<file path="config.mk">
export PLATFORM = sky130hd
export DESIGN_NAME = rfo_top
export DESIGN_NICKNAME = d
export VERILOG_FILES = /design/src/rtl/rfo_pkg.sv /design/src/rtl/rfo_top.sv /design/src/rtl/rfo_sticky.sv
export VERILOG_INCLUDE_DIRS = /design/src /design/src/rtl
export SDC_FILE = /design/constraint.sdc
export NUM_CORES = 1
export LEC_CHECK = 0
export BUFFER_PORTS_ARGS = -buffer_cell sky130_fd_sc_hd__buf_2
export CORE_UTILIZATION = 55
export CTS_CLUSTER_DIAMETER = 60
export DETAILED_ROUTE_END_ITERATION = 6
export PLACE_DENSITY = 0.92
export SYNTH_ARGS = -nofsm -noshare
export SYNTH_HDL_FRONTEND = slang
export SYNTH_SLANG_ARGS = --single-unit
</file>
<file path="constraint.sdc">
create_clock -name clk -period 6.1 [get_ports clk]
set_input_delay 1.83 -clock clk [delete_from_list [all_inputs] [get_ports clk]]
set_output_delay 1.83 -clock clk [all_outputs]
set_load 0.02 [all_outputs]
</file>
<file path="src/rtl/rfo_regs.svh">
// Purpose: Register indices, field positions, writable masks and reset values
// Assumes: Register index = byte address / 4; data in bits 7:0
// Notes: Definitions only
`ifndef RFO_REGS_SVH
`define RFO_REGS_SVH

// Register indices
`define RFO_IDX_VAL_TIMEOUT 14'h0a02
`define RFO_IDX_FORCE_FAULT 14'h0a03
`define RFO_IDX_MON_BYPASS 14'h0a04
`define RFO_IDX_GRP_CLEAR 14'h0a05
`define RFO_IDX_SYS_CLEAR 14'h0a06
`define RFO_IDX_RAB_CLEAR 14'h0a07
`define RFO_IDX_RCD_CLEAR 14'h0a08
`define RFO_IDX_MON_SYS 14'h0d08
`define RFO_IDX_MON_RAB 14'h0d09
`define RFO_IDX_MON_RCD 14'h0d0a
`define RFO_IDX_MASK_SYS 14'h0d18
`define RFO_IDX_MASK_RAB 14'h0d19
`define RFO_IDX_MASK_RCD 14'h0d1a

// Implemented bits per register
`define RFO_REF4_BITS 8'h0f
`define RFO_GRP_BITS 8'h8f
`define RFO_SYS_BITS 8'h7b
`define RFO_PAIR_BITS 8'h77

// Group clear fields
`define RFO_GRP_ALL 0
`define RFO_GRP_COMMON 1
`define RFO_GRP_LOOP0 2
`define RFO_GRP_LOOP1 3
`define RFO_GRP_WDOG 7

// System / nonvolatile fields
`define RFO_SYS_NVM_DONE 0
`define RFO_SYS_NVM_FAULT 1
`define RFO_SYS_WDOG 3
`define RFO_SYS_PLL_LOCKED 4
`define RFO_SYS_PLL_STABLE 5
`define RFO_SYS_PLL_UNLOCKED 6

// Reset values
`define RFO_RST_BYTE 8'h00
`define RFO_RST_NIBBLE 4'h0

`endif

</file>
<file path="src/rtl/rfo_pkg.sv">
// Purpose: Types shared by the reference control and interrupt clear block
// Assumes: Classic Wishbone, 32-bit data, byte addresses
// Notes: Constants live in rfo_regs.svh
package rfo_pkg;

  typedef struct packed {
    logic cyc;
    logic stb;
    logic we;
    logic [15:0] adr;
    logic [3:0] sel;
    logic [31:0] dat;
  } rfo_wb_req_t;

  typedef struct packed {
    logic ack;
    logic [31:0] dat;
  } rfo_wb_rsp_t;

  // Same layout for events, latched monitor bits, masks and clears
  typedef struct packed {
    logic [7:0] sys_nvm;
    logic [7:0] ref_ab;
    logic [7:0] ref_cd;
  } rfo_irq_bank_t;

  typedef struct packed {
    logic [3:0] force_fault;
    logic [3:0] monitor_bypass;
    logic [3:0] unusable;
    logic [3:0] validation_zero;
  } rfo_ref_ctl_t;

endpackage

</file>
<file path="src/rtl/rfo_top.sv">
// Purpose: Reference force-fault / monitor-bypass control and interrupt clearing
// Assumes: One clock; event and fault inputs come from logic on clk
// Notes: Registers on classic Wishbone, index = byte address / 4
`timescale 1ns/10ps
`include "rfo_regs.svh"
module rfo_top (
  // Clock, reset, enable
  input wire logic clk,
  input wire logic reset_n,
  input wire logic ce,
  // Wishbone slave
  input wire rfo_pkg::rfo_wb_req_t wb_req,
  output rfo_pkg::rfo_wb_rsp_t wb_rsp,
  // Reference status from the monitors
  input wire logic [3:0] ref_faulted,
  // Interrupt events, one-cycle pulses
  input wire rfo_pkg::rfo_irq_bank_t events,
  // Reference control
  output rfo_pkg::rfo_ref_ctl_t ref_ctl,
  // Clear pulses to loop and watchdog logic
  output logic loop_zero_clear,
  output logic loop_one_clear,
  output logic watchdog_alert_clear,
  // Interrupt
  output logic irq
);

  ////////////////////////////////////////////////////////////////////////////
  // Bus decode

  logic ack_r;
  logic [31:0] rdat_r;
  logic access;
  logic wr;
  logic rd;
  logic [13:0] idx;
  logic [7:0] wbyte;

  // One request per ack; the cycle in which ack is high is never taken
  assign access = wb_req.cyc & wb_req.stb & ~ack_r;
  assign wr = access & wb_req.we & wb_req.sel[0];
  assign rd = access & ~wb_req.we;
  assign idx = wb_req.adr[15:2];
  assign wbyte = wb_req.dat[7:0];

  function automatic logic hit(input logic [13:0] a, input logic [13:0] b);
    hit = (a == b);
  endfunction

  ////////////////////////////////////////////////////////////////////////////
  // Control registers

  logic [3:0] force_fault_r;
  logic [3:0] bypass_r;
  logic [3:0] val_zero_r;

  always_ff @(posedge clk) begin
    if (!reset_n) begin
      force_fault_r <= `RFO_RST_NIBBLE;
    end else if (ce && wr && hit(idx, `RFO_IDX_FORCE_FAULT)) begin
      force_fault_r <= wbyte[3:0];
    end
  end

  always_ff @(posedge clk) begin
    if (!reset_n) begin
      bypass_r <= `RFO_RST_NIBBLE;
    end else if (ce && wr && hit(idx, `RFO_IDX_MON_BYPASS)) begin
      bypass_r <= wbyte[3:0];
    end
  end

  // Autoclearing timeout: one-cycle pulse, suppressed for faulted references
  always_ff @(posedge clk) begin
    if (!reset_n) begin
      val_zero_r <= `RFO_RST_NIBBLE;
    end else if (ce) begin
      if (wr && hit(idx, `RFO_IDX_VAL_TIMEOUT)) begin
        val_zero_r <= wbyte[3:0] & ~(force_fault_r | ref_faulted);
      end else begin
        val_zero_r <= `RFO_RST_NIBBLE;
      end
    end
  end

  assign ref_ctl.force_fault = force_fault_r;
  assign ref_ctl.monitor_bypass = bypass_r;
  assign ref_ctl.unusable = force_fault_r | ref_faulted;
  assign ref_ctl.validation_zero = val_zero_r;

  ////////////////////////////////////////////////////////////////////////////
  // Self-clearing clear registers

  logic [7:0] grp_clr_r;
  logic [7:0] sys_clr_r;
  logic [7:0] rab_clr_r;
  logic [7:0] rcd_clr_r;

  // Each holds a written one for a single cycle, then returns to zero
  always_ff @(posedge clk) begin
    if (!reset_n) begin
      grp_clr_r <= `RFO_RST_BYTE;
      sys_clr_r <= `RFO_RST_BYTE;
      rab_clr_r <= `RFO_RST_BYTE;
      rcd_clr_r <= `RFO_RST_BYTE;
    end else if (ce) begin
      grp_clr_r <= `RFO_RST_BYTE;
      sys_clr_r <= `RFO_RST_BYTE;
      rab_clr_r <= `RFO_RST_BYTE;
      rcd_clr_r <= `RFO_RST_BYTE;
      if (wr && hit(idx, `RFO_IDX_GRP_CLEAR)) begin
        grp_clr_r <= wbyte & `RFO_GRP_BITS;
      end
      if (wr && hit(idx, `RFO_IDX_SYS_CLEAR)) begin
        sys_clr_r <= wbyte & `RFO_SYS_BITS;
      end
      if (wr && hit(idx, `RFO_IDX_RAB_CLEAR)) begin
        rab_clr_r <= wbyte & `RFO_PAIR_BITS;
      end
      if (wr && hit(idx, `RFO_IDX_RCD_CLEAR)) begin
        rcd_clr_r <= wbyte & `RFO_PAIR_BITS;
      end
    end
  end

  ////////////////////////////////////////////////////////////////////////////
  // Group expansion

  logic grp_all;
  logic grp_common;
  logic [7:0] wdog_grp;

  assign grp_all = grp_clr_r[`RFO_GRP_ALL];
  assign grp_common = grp_all | grp_clr_r[`RFO_GRP_COMMON];
  // Watchdog alert clear also drops the latched expiration bit
  assign wdog_grp = {4'h0, grp_clr_r[`RFO_GRP_WDOG], 3'h0};

  // Loop groups live in the loop logic; this block only signals them
  assign loop_zero_clear = grp_all | grp_clr_r[`RFO_GRP_LOOP0];
  assign loop_one_clear = grp_all | grp_clr_r[`RFO_GRP_LOOP1];
  assign watchdog_alert_clear = grp_all | grp_clr_r[`RFO_GRP_WDOG];

  ////////////////////////////////////////////////////////////////////////////
  // Latched monitor bits

  rfo_pkg::rfo_irq_bank_t mon;
  rfo_pkg::rfo_irq_bank_t clr;
  rfo_pkg::rfo_irq_bank_t mask_r;
  rfo_pkg::rfo_irq_bank_t events_m;

  logic rd_sys;
  logic rd_rab;
  logic rd_rcd;

  // Reading a monitor register clears it; the read returns the old value
  assign rd_sys = rd && hit(idx, `RFO_IDX_MON_SYS);
  assign rd_rab = rd && hit(idx, `RFO_IDX_MON_RAB);
  assign rd_rcd = rd && hit(idx, `RFO_IDX_MON_RCD);

  // Reserved positions never latch
  assign events_m.sys_nvm = events.sys_nvm & `RFO_SYS_BITS;
  assign events_m.ref_ab = events.ref_ab & `RFO_PAIR_BITS;
  assign events_m.ref_cd = events.ref_cd & `RFO_PAIR_BITS;

  // Same bit position clears same monitor bit; bits 6..4 PLL, 3 watchdog, 1..0 memory
  assign clr.sys_nvm = sys_clr_r | wdog_grp | {8{grp_common | rd_sys}};
  assign clr.ref_ab = rab_clr_r | {8{grp_common | rd_rab}};
  assign clr.ref_cd = rcd_clr_r | {8{grp_common | rd_rcd}};

  rfo_sticky #(
    .W(24)
  ) u_monitor (
    .clk(clk),
    .reset_n(reset_n),
    .ce(ce),
    .set_i(events_m),
    .clr_i(clr),
    .q(mon)
  );

  ////////////////////////////////////////////////////////////////////////////
  // Interrupt masks

  always_ff @(posedge clk) begin
    if (!reset_n) begin
      mask_r <= '0;
    end else if (ce && wr) begin
      if (hit(idx, `RFO_IDX_MASK_SYS)) begin
        mask_r.sys_nvm <= wbyte & `RFO_SYS_BITS;
      end
      if (hit(idx, `RFO_IDX_MASK_RAB)) begin
        mask_r.ref_ab <= wbyte & `RFO_PAIR_BITS;
      end
      if (hit(idx, `RFO_IDX_MASK_RCD)) begin
        mask_r.ref_cd <= wbyte & `RFO_PAIR_BITS;
      end
    end
  end

  // Cleared monitor bit withdraws the request the cycle after the clear
  assign irq = |(mon & mask_r);

  ////////////////////////////////////////////////////////////////////////////
  // Read mux and acknowledge

  logic [7:0] rbyte;

  always_comb begin
    rbyte = `RFO_RST_BYTE;
    unique case (idx)
      `RFO_IDX_FORCE_FAULT: rbyte = {4'h0, force_fault_r};
      `RFO_IDX_MON_BYPASS: rbyte = {4'h0, bypass_r};
      `RFO_IDX_MON_SYS: rbyte = mon.sys_nvm;
      `RFO_IDX_MON_RAB: rbyte = mon.ref_ab;
      `RFO_IDX_MON_RCD: rbyte = mon.ref_cd;
      `RFO_IDX_MASK_SYS: rbyte = mask_r.sys_nvm;
      `RFO_IDX_MASK_RAB: rbyte = mask_r.ref_ab;
      `RFO_IDX_MASK_RCD: rbyte = mask_r.ref_cd;
      // Clearing, timeout and unmapped indices read as zero
      default: rbyte = `RFO_RST_BYTE;
    endcase
  end

  // Every access, mapped or not, gets ack one edge after it is seen
  always_ff @(posedge clk) begin
    if (!reset_n) begin
      ack_r <= 1'b0;
      rdat_r <= '0;
    end else if (ce) begin
      ack_r <= access;
      if (rd) begin
        rdat_r <= {24'h000000, rbyte};
      end else begin
        rdat_r <= '0;
      end
    end
  end

  assign wb_rsp.ack = ack_r;
  assign wb_rsp.dat = rdat_r;

endmodule // rfo_top

</file>
<file path="src/rtl/rfo_sticky.sv">
// Purpose: Bank of latched interrupt monitor bits
// Assumes: Set and clear are single-cycle terms on clk
// Notes: A set in the clearing cycle survives
`timescale 1ns/10ps
module rfo_sticky #(
  parameter int W = 8
) (
  // Clock and control
  input wire logic clk,
  input wire logic reset_n,
  input wire logic ce,
  // Set and clear terms
  input wire logic [W-1:0] set_i,
  input wire logic [W-1:0] clr_i,
  // Latched bits
  output logic [W-1:0] q
);

  logic [W-1:0] q_r;
  logic [W-1:0] q_nxt;

  assign q_nxt = (q_r & ~clr_i) | set_i;
  assign q = q_r;

  always_ff @(posedge clk) begin
    if (!reset_n) begin
      q_r <= '0;
    end else if (ce) begin
      q_r <= q_nxt;
    end
  end

endmodule // rfo_sticky

</file>
[Word-level counts from Yosys, hierarchy flattened]
Index checks and enable logic that the tools add are counted.
Operators by class
  eq/ne operators: 13
  muxes and demuxes: 7
  bitwise logic cells: 25
  reduce and logical (&&, ||, !) cells: 15
Operators by type and width (number)
  $eq 14x12->1 const B: 13
  $pmux 8 s8: 1
  $and 24x23->24: 1
  $and 24x24->24: 1
  $not 24->24: 1
  $or 24x23->24: 1
  $or 8x8->8: 3
  $reduce_or 24->1: 1
  $mux 7: 3
  $mux 8: 2
  $logic_and 1x1->1: 11
  $or 8x4->8: 1
  $or 1x1->1: 7
  $reduce_and 2->1: 3
  $and 1x1->1: 5
  $and 4x4->4: 1
  $mux 4: 1
  $not 4->4: 1
  $or 4x4->4: 1
  $not 1->1: 2
Word-level totals
  register bits after elaboration: 119
  input port bits: 86
  output and inout bits: 53
  word-level logic and storage cells: 73

[Longest topological paths before layout]
  word-level depth: 9
  mapped depth: 6

[Modules after synthesis]
Synthesis repeated with hierarchy kept, for this count alone.
Second synthesis, totals
  cells, all modules: 512
  area, all modules: 4580.6 sq um
By module, submodules not included
  rfo_top: instances 1, cells an instance 406, area an instance 3563.4 sq um, seq. area each 1241.2 sq um
  rfo_sticky: instances 1, cells an instance 106, area an instance 1017.2 sq um, seq. area each 480.5 sq um

[Worst setup path after synthesis]
OpenSTA, ideal clock, no wires.
  path type: input to output
  start: input port ref_faulted[1]
  end: output port ref_ctl[5] in the netlist's numbering
  data arrival time: 2.043 ns
  data required time: 4.270 ns
  setup slack: 2.227 ns
  stages: 2
  path buffers: 0
  cells stage by stage: nor2_1 -> inv_1
RTL lines
  from (decl): line rfo_top.sv:15  | input wire logic [3:0] ref_faulted,
  to (decl): line rfo_top.sv:19  | output rfo_pkg::rfo_ref_ctl_t ref_ctl,

==> impl_metrics.env <==
export IMPL_drt_iter0_drc=391
export IMPL_cts_sinks=86
export IMPL_fp_dieH_um=89.8
export IMPL_dp_hpwl_um=7960
export IMPL_post_cts_buffers=0
export IMPL_grt_pass1_vias=3584
export IMPL_drv_cap=0
export IMPL_p_per_area_mw_per_mm2=230
export IMPL_antenna_found_initial=0
export IMPL_peakVddDrop_uv=175
export IMPL_vias=3789
export IMPL_port_buffers=79
export IMPL_synth_edf_count=0
export IMPL_synth_top_area_cell="dfxtp_1"
export IMPL_register_area_mm2=0.00172
export IMPL_die_area_mm2=0.00807
export IMPL_critPathBufInv=3
export IMPL_path_depth=4
export IMPL_reg2reg_depth=5
export IMPL_worst_slew_pin_slew_ns=1.13
export IMPL_final_hold_violation_count=0
export IMPL_ios=139
export IMPL_gp_congestion=0.901
export IMPL_place_ws_ns=1.97
export IMPL_r2r_end="u_monitor.q[1]$_SDFFE_PN0P_"
export IMPL_synth_area_top_cells="dfxtp_1 (41%), mux2i_1 (9.2%), nor2_1 (4.5%), buf_4 (4.4%), nand2b_1 (4.4%)"
export IMPL_dpl_cell_count=623
export IMPL_track_usage=0.275
export IMPL_min_period_ns=4.13
export IMPL_grt_first_pass_wirelength_um=17600
export IMPL_fin_hold_ws_ns=0.457
export IMPL_core_mm2=0.00737
export IMPL_cts_buffer_depth=2
export IMPL_holdPathStages=2
export IMPL_critPathCaptureType="output pin"
export IMPL_slew_violations=0
export IMPL_wl_per_cell_um=17.3
export IMPL_outcome="complete, no violations"
export IMPL_max_freq_ghz=0.242
export IMPL_vias_per_cell=5.93
export IMPL_cp_endpoint="ref_ctl[7]"
export IMPL_drive_gt1_frac=0.219
export IMPL_slowest_stage="nor2_1"
export IMPL_area_delta_synth_final_pct=12.6
export IMPL_grt_overflow=0
export IMPL_route_detailed_drc=0
export IMPL_numCtsBuffers=9
export IMPL_rsz0062_at_grt="no"
export IMPL_seq_area_frac_synth=0.406
export IMPL_cpLargestDelayFamily="buffers and inverters"
export IMPL_crit_path_cell_trace="buf_2 -> nor2_1 -> inv_1 -> buf_2"
export IMPL_stdcell_count=639
export IMPL_p_leak_nw=1.81
export IMPL_synth_top_area_frac=0.406
export IMPL_cpPeakStageDelay_ns=0.16
export IMPL_hp_class="flop to flop"
export IMPL_grt_max_degree=76
export IMPL_critical_path_required_ns=4.27
export IMPL_path_clk_slew_ns=0.08
export IMPL_crit_type="input port to output pin"
export IMPL_fillers=614
export IMPL_routed_wl_um=11000
export IMPL_avgSynthCellArea_um2=8.97
export IMPL_cts_tree="yes"
export IMPL_post_route_period_util=0.677
export IMPL_worstSkewPairLatency_ns=0.35
export IMPL_reg2reg_from="ack_r$_SDFFE_PN0P_"
export IMPL_postSynthCellCount=473
export IMPL_die_w_um=89.8
export IMPL_reg2reg_slack_ns=3.84
export IMPL_ctsRootBufferMaster="clkbuf_8"
export IMPL_htreeDepth=3
export IMPL_cts_hold_buf=0
export IMPL_arrival_ns=2.30
export IMPL_synthDistinctLibCells=51
export IMPL_final_antenna_net_count=0
export IMPL_tns_ns=0
export IMPL_worstSetupStartpoint="ref_faulted[3]"
export IMPL_synth_area_mm2=0.00424
export IMPL_cp_max_fo=2
export IMPL_row_count=31
export IMPL_ys_seq_elements=86
export IMPL_slew_headroom=0.243
export IMPL_ctsResizeCount=0
export IMPL_layout_nets=621
export IMPL_final_setup_worst_slack_ns=1.97
export IMPL_antenna_cells=0
export IMPL_path_common_cell="buf_2"
export IMPL_yosysWarnings=0
export IMPL_synthArstFlopShare=0
export IMPL_ys_flop_type="dfxtp_1"
export IMPL_start_util=0.576
export IMPL_multi_input_area_mm2=0.00229
export IMPL_setup_viol=0
export IMPL_crit_path_start_kind="input port"
export IMPL_final_setup_skew_ns=0.0111
export IMPL_detail_route_first_pass_iterations=5
[final cells by class]
cell class,count,area share
well taps,99,0.0259
flip-flops and latches,86,0.361
clock buffers,12,0.0325
repair buffers,81,0.0860
clock inverters,4,0.0115
inverters,6,0.00472
multi-input cells,351,0.479
[registers in the layout, indices dropped and copies added, names as in the netlist]
signal,count
ack_r,1
rdat_r,8
rcd_clr_r,6
grp_clr_r,5
bypass_r,4
u_monitor.q,24
force_fault_r,4
sys_clr_r,6
rab_clr_r,6
mask_r,18
val_zero_r,4
[per-layer routing]
layer	track usage	share of wire
met1	0.351	0.43
met2	0.454	0.47
met3	0.0601	0.073
met4	0.101	0.024
met5	0	0
[synth_stat cells (4+ instances only)]
cell type  number
and3_1          5
nand2_1        35
nand3_1        27
a221oi_1        5
a22oi_1         9
dfxtp_1        86
nand2b_1       30
mux2i_1        39
a22o_1          5
nor4_4          7
clkbuf_1       22
a21oi_1        29
a32oi_1        12
o21ai_0        16
buf_2           4
a32o_1          7
nand4_1         6
inv_1           5
buf_4          25
nor2_1         51
[placed cells by master, fill, tap and decap left out, types with 3 or more instances in the layout]
cell type / netlist / layout
a32o_1: 7 / 7
mux2i_1: 39 / 39
a22oi_1: 9 / 9
nor4b_1: 3 / 3
a31oi_1: 3 / 3
a32oi_1: 12 / 12
clkbuf_8: 0 / 11
nor3_2: 3 / 3
nor4_4: 7 / 7
buf_2: 4 / 79
nand3_1: 27 / 27
inv_1: 5 / 5
nand2_1: 35 / 35
a22o_1: 5 / 5
conb_1: 1 / 24
a221oi_1: 5 / 5
dfxtp_1: 86 / 86
o21ai_0: 16 / 16
and3b_1: 3 / 3
and3_1: 5 / 5
nor2_1: 51 / 51
a21oi_1: 29 / 29
nand4_1: 6 / 6
or2_2: 3 / 3
and2_1: 3 / 3
nand2b_1: 30 / 30
[power by group]
| part | internal (mW) | switching, mW | total (mW) | leakage [nW] |
|---|---|---|---|---|
| clock | 0.213 | 0.199 | 0.413 | 0.103 |
| sequential | 0.570 | 0.00998 | 0.580 | 0.697 |
| combinational | 0.0331 | 0.0722 | 0.105 | 1.01 |
| total | 0.816 | 0.281 | 1.10 | 1.81 |
[through the flow]
stage / util / total power, mW / area (um2)
floorplan: - / 0.668 / 4330
global placement: 0.619 / 0.692 / 4560
detailed placement: 0.619 / 0.695 / 4560
CTS: 0.648 / 1.10 / 4770
global route: 0.648 / 1.14 / 4770
finish: 0.648 / 1.10 / 4770
[kinds of logic (layout without fill, tap and decap cells)]
group / after synthesis / count (layout) / share of synthesized area
compound gates: 94 / 94 / 0.152
buf+inv: 59 / 103 / 0.0755
flops: 86 / 86 / 0.406
mux: 40 / 40 / 0.0947
other cells: 1 / 24 / 0.000884
simple gates: 193 / 193 / 0.271
[worst register-to-register path: stages, from the launching register on]
cell and delay (ns):
dfxtp_1 0.35, and3b_1 0.24, and3b_1 0.27, a31oi_1 0.93, a32oi_1 0.25, nor2_1 0.15
[how the worst min path moves through the flow]
stage | endpoint | start | slack (ns)
global placement | rdat_r[1]$_SDFFE_PN0P_ | rdat_r[1]$_SDFFE_PN0P_ | 0.44
floorplan | u_monitor.q[18]$_SDFFE_PN0P_ | u_monitor.q[18]$_SDFFE_PN0P_ | 0.43
finish | rdat_r[0]$_SDFFE_PN0P_ | rdat_r[0]$_SDFFE_PN0P_ | 0.46
detailed placement | rdat_r[0]$_SDFFE_PN0P_ | rdat_r[0]$_SDFFE_PN0P_ | 0.44
global route | rdat_r[0]$_SDFFE_PN0P_ | rdat_r[0]$_SDFFE_PN0P_ | 0.48
CTS | rdat_r[0]$_SDFFE_PN0P_ | rdat_r[0]$_SDFFE_PN0P_ | 0.46
No activity file was read; power rests on OpenSTA's default activity.
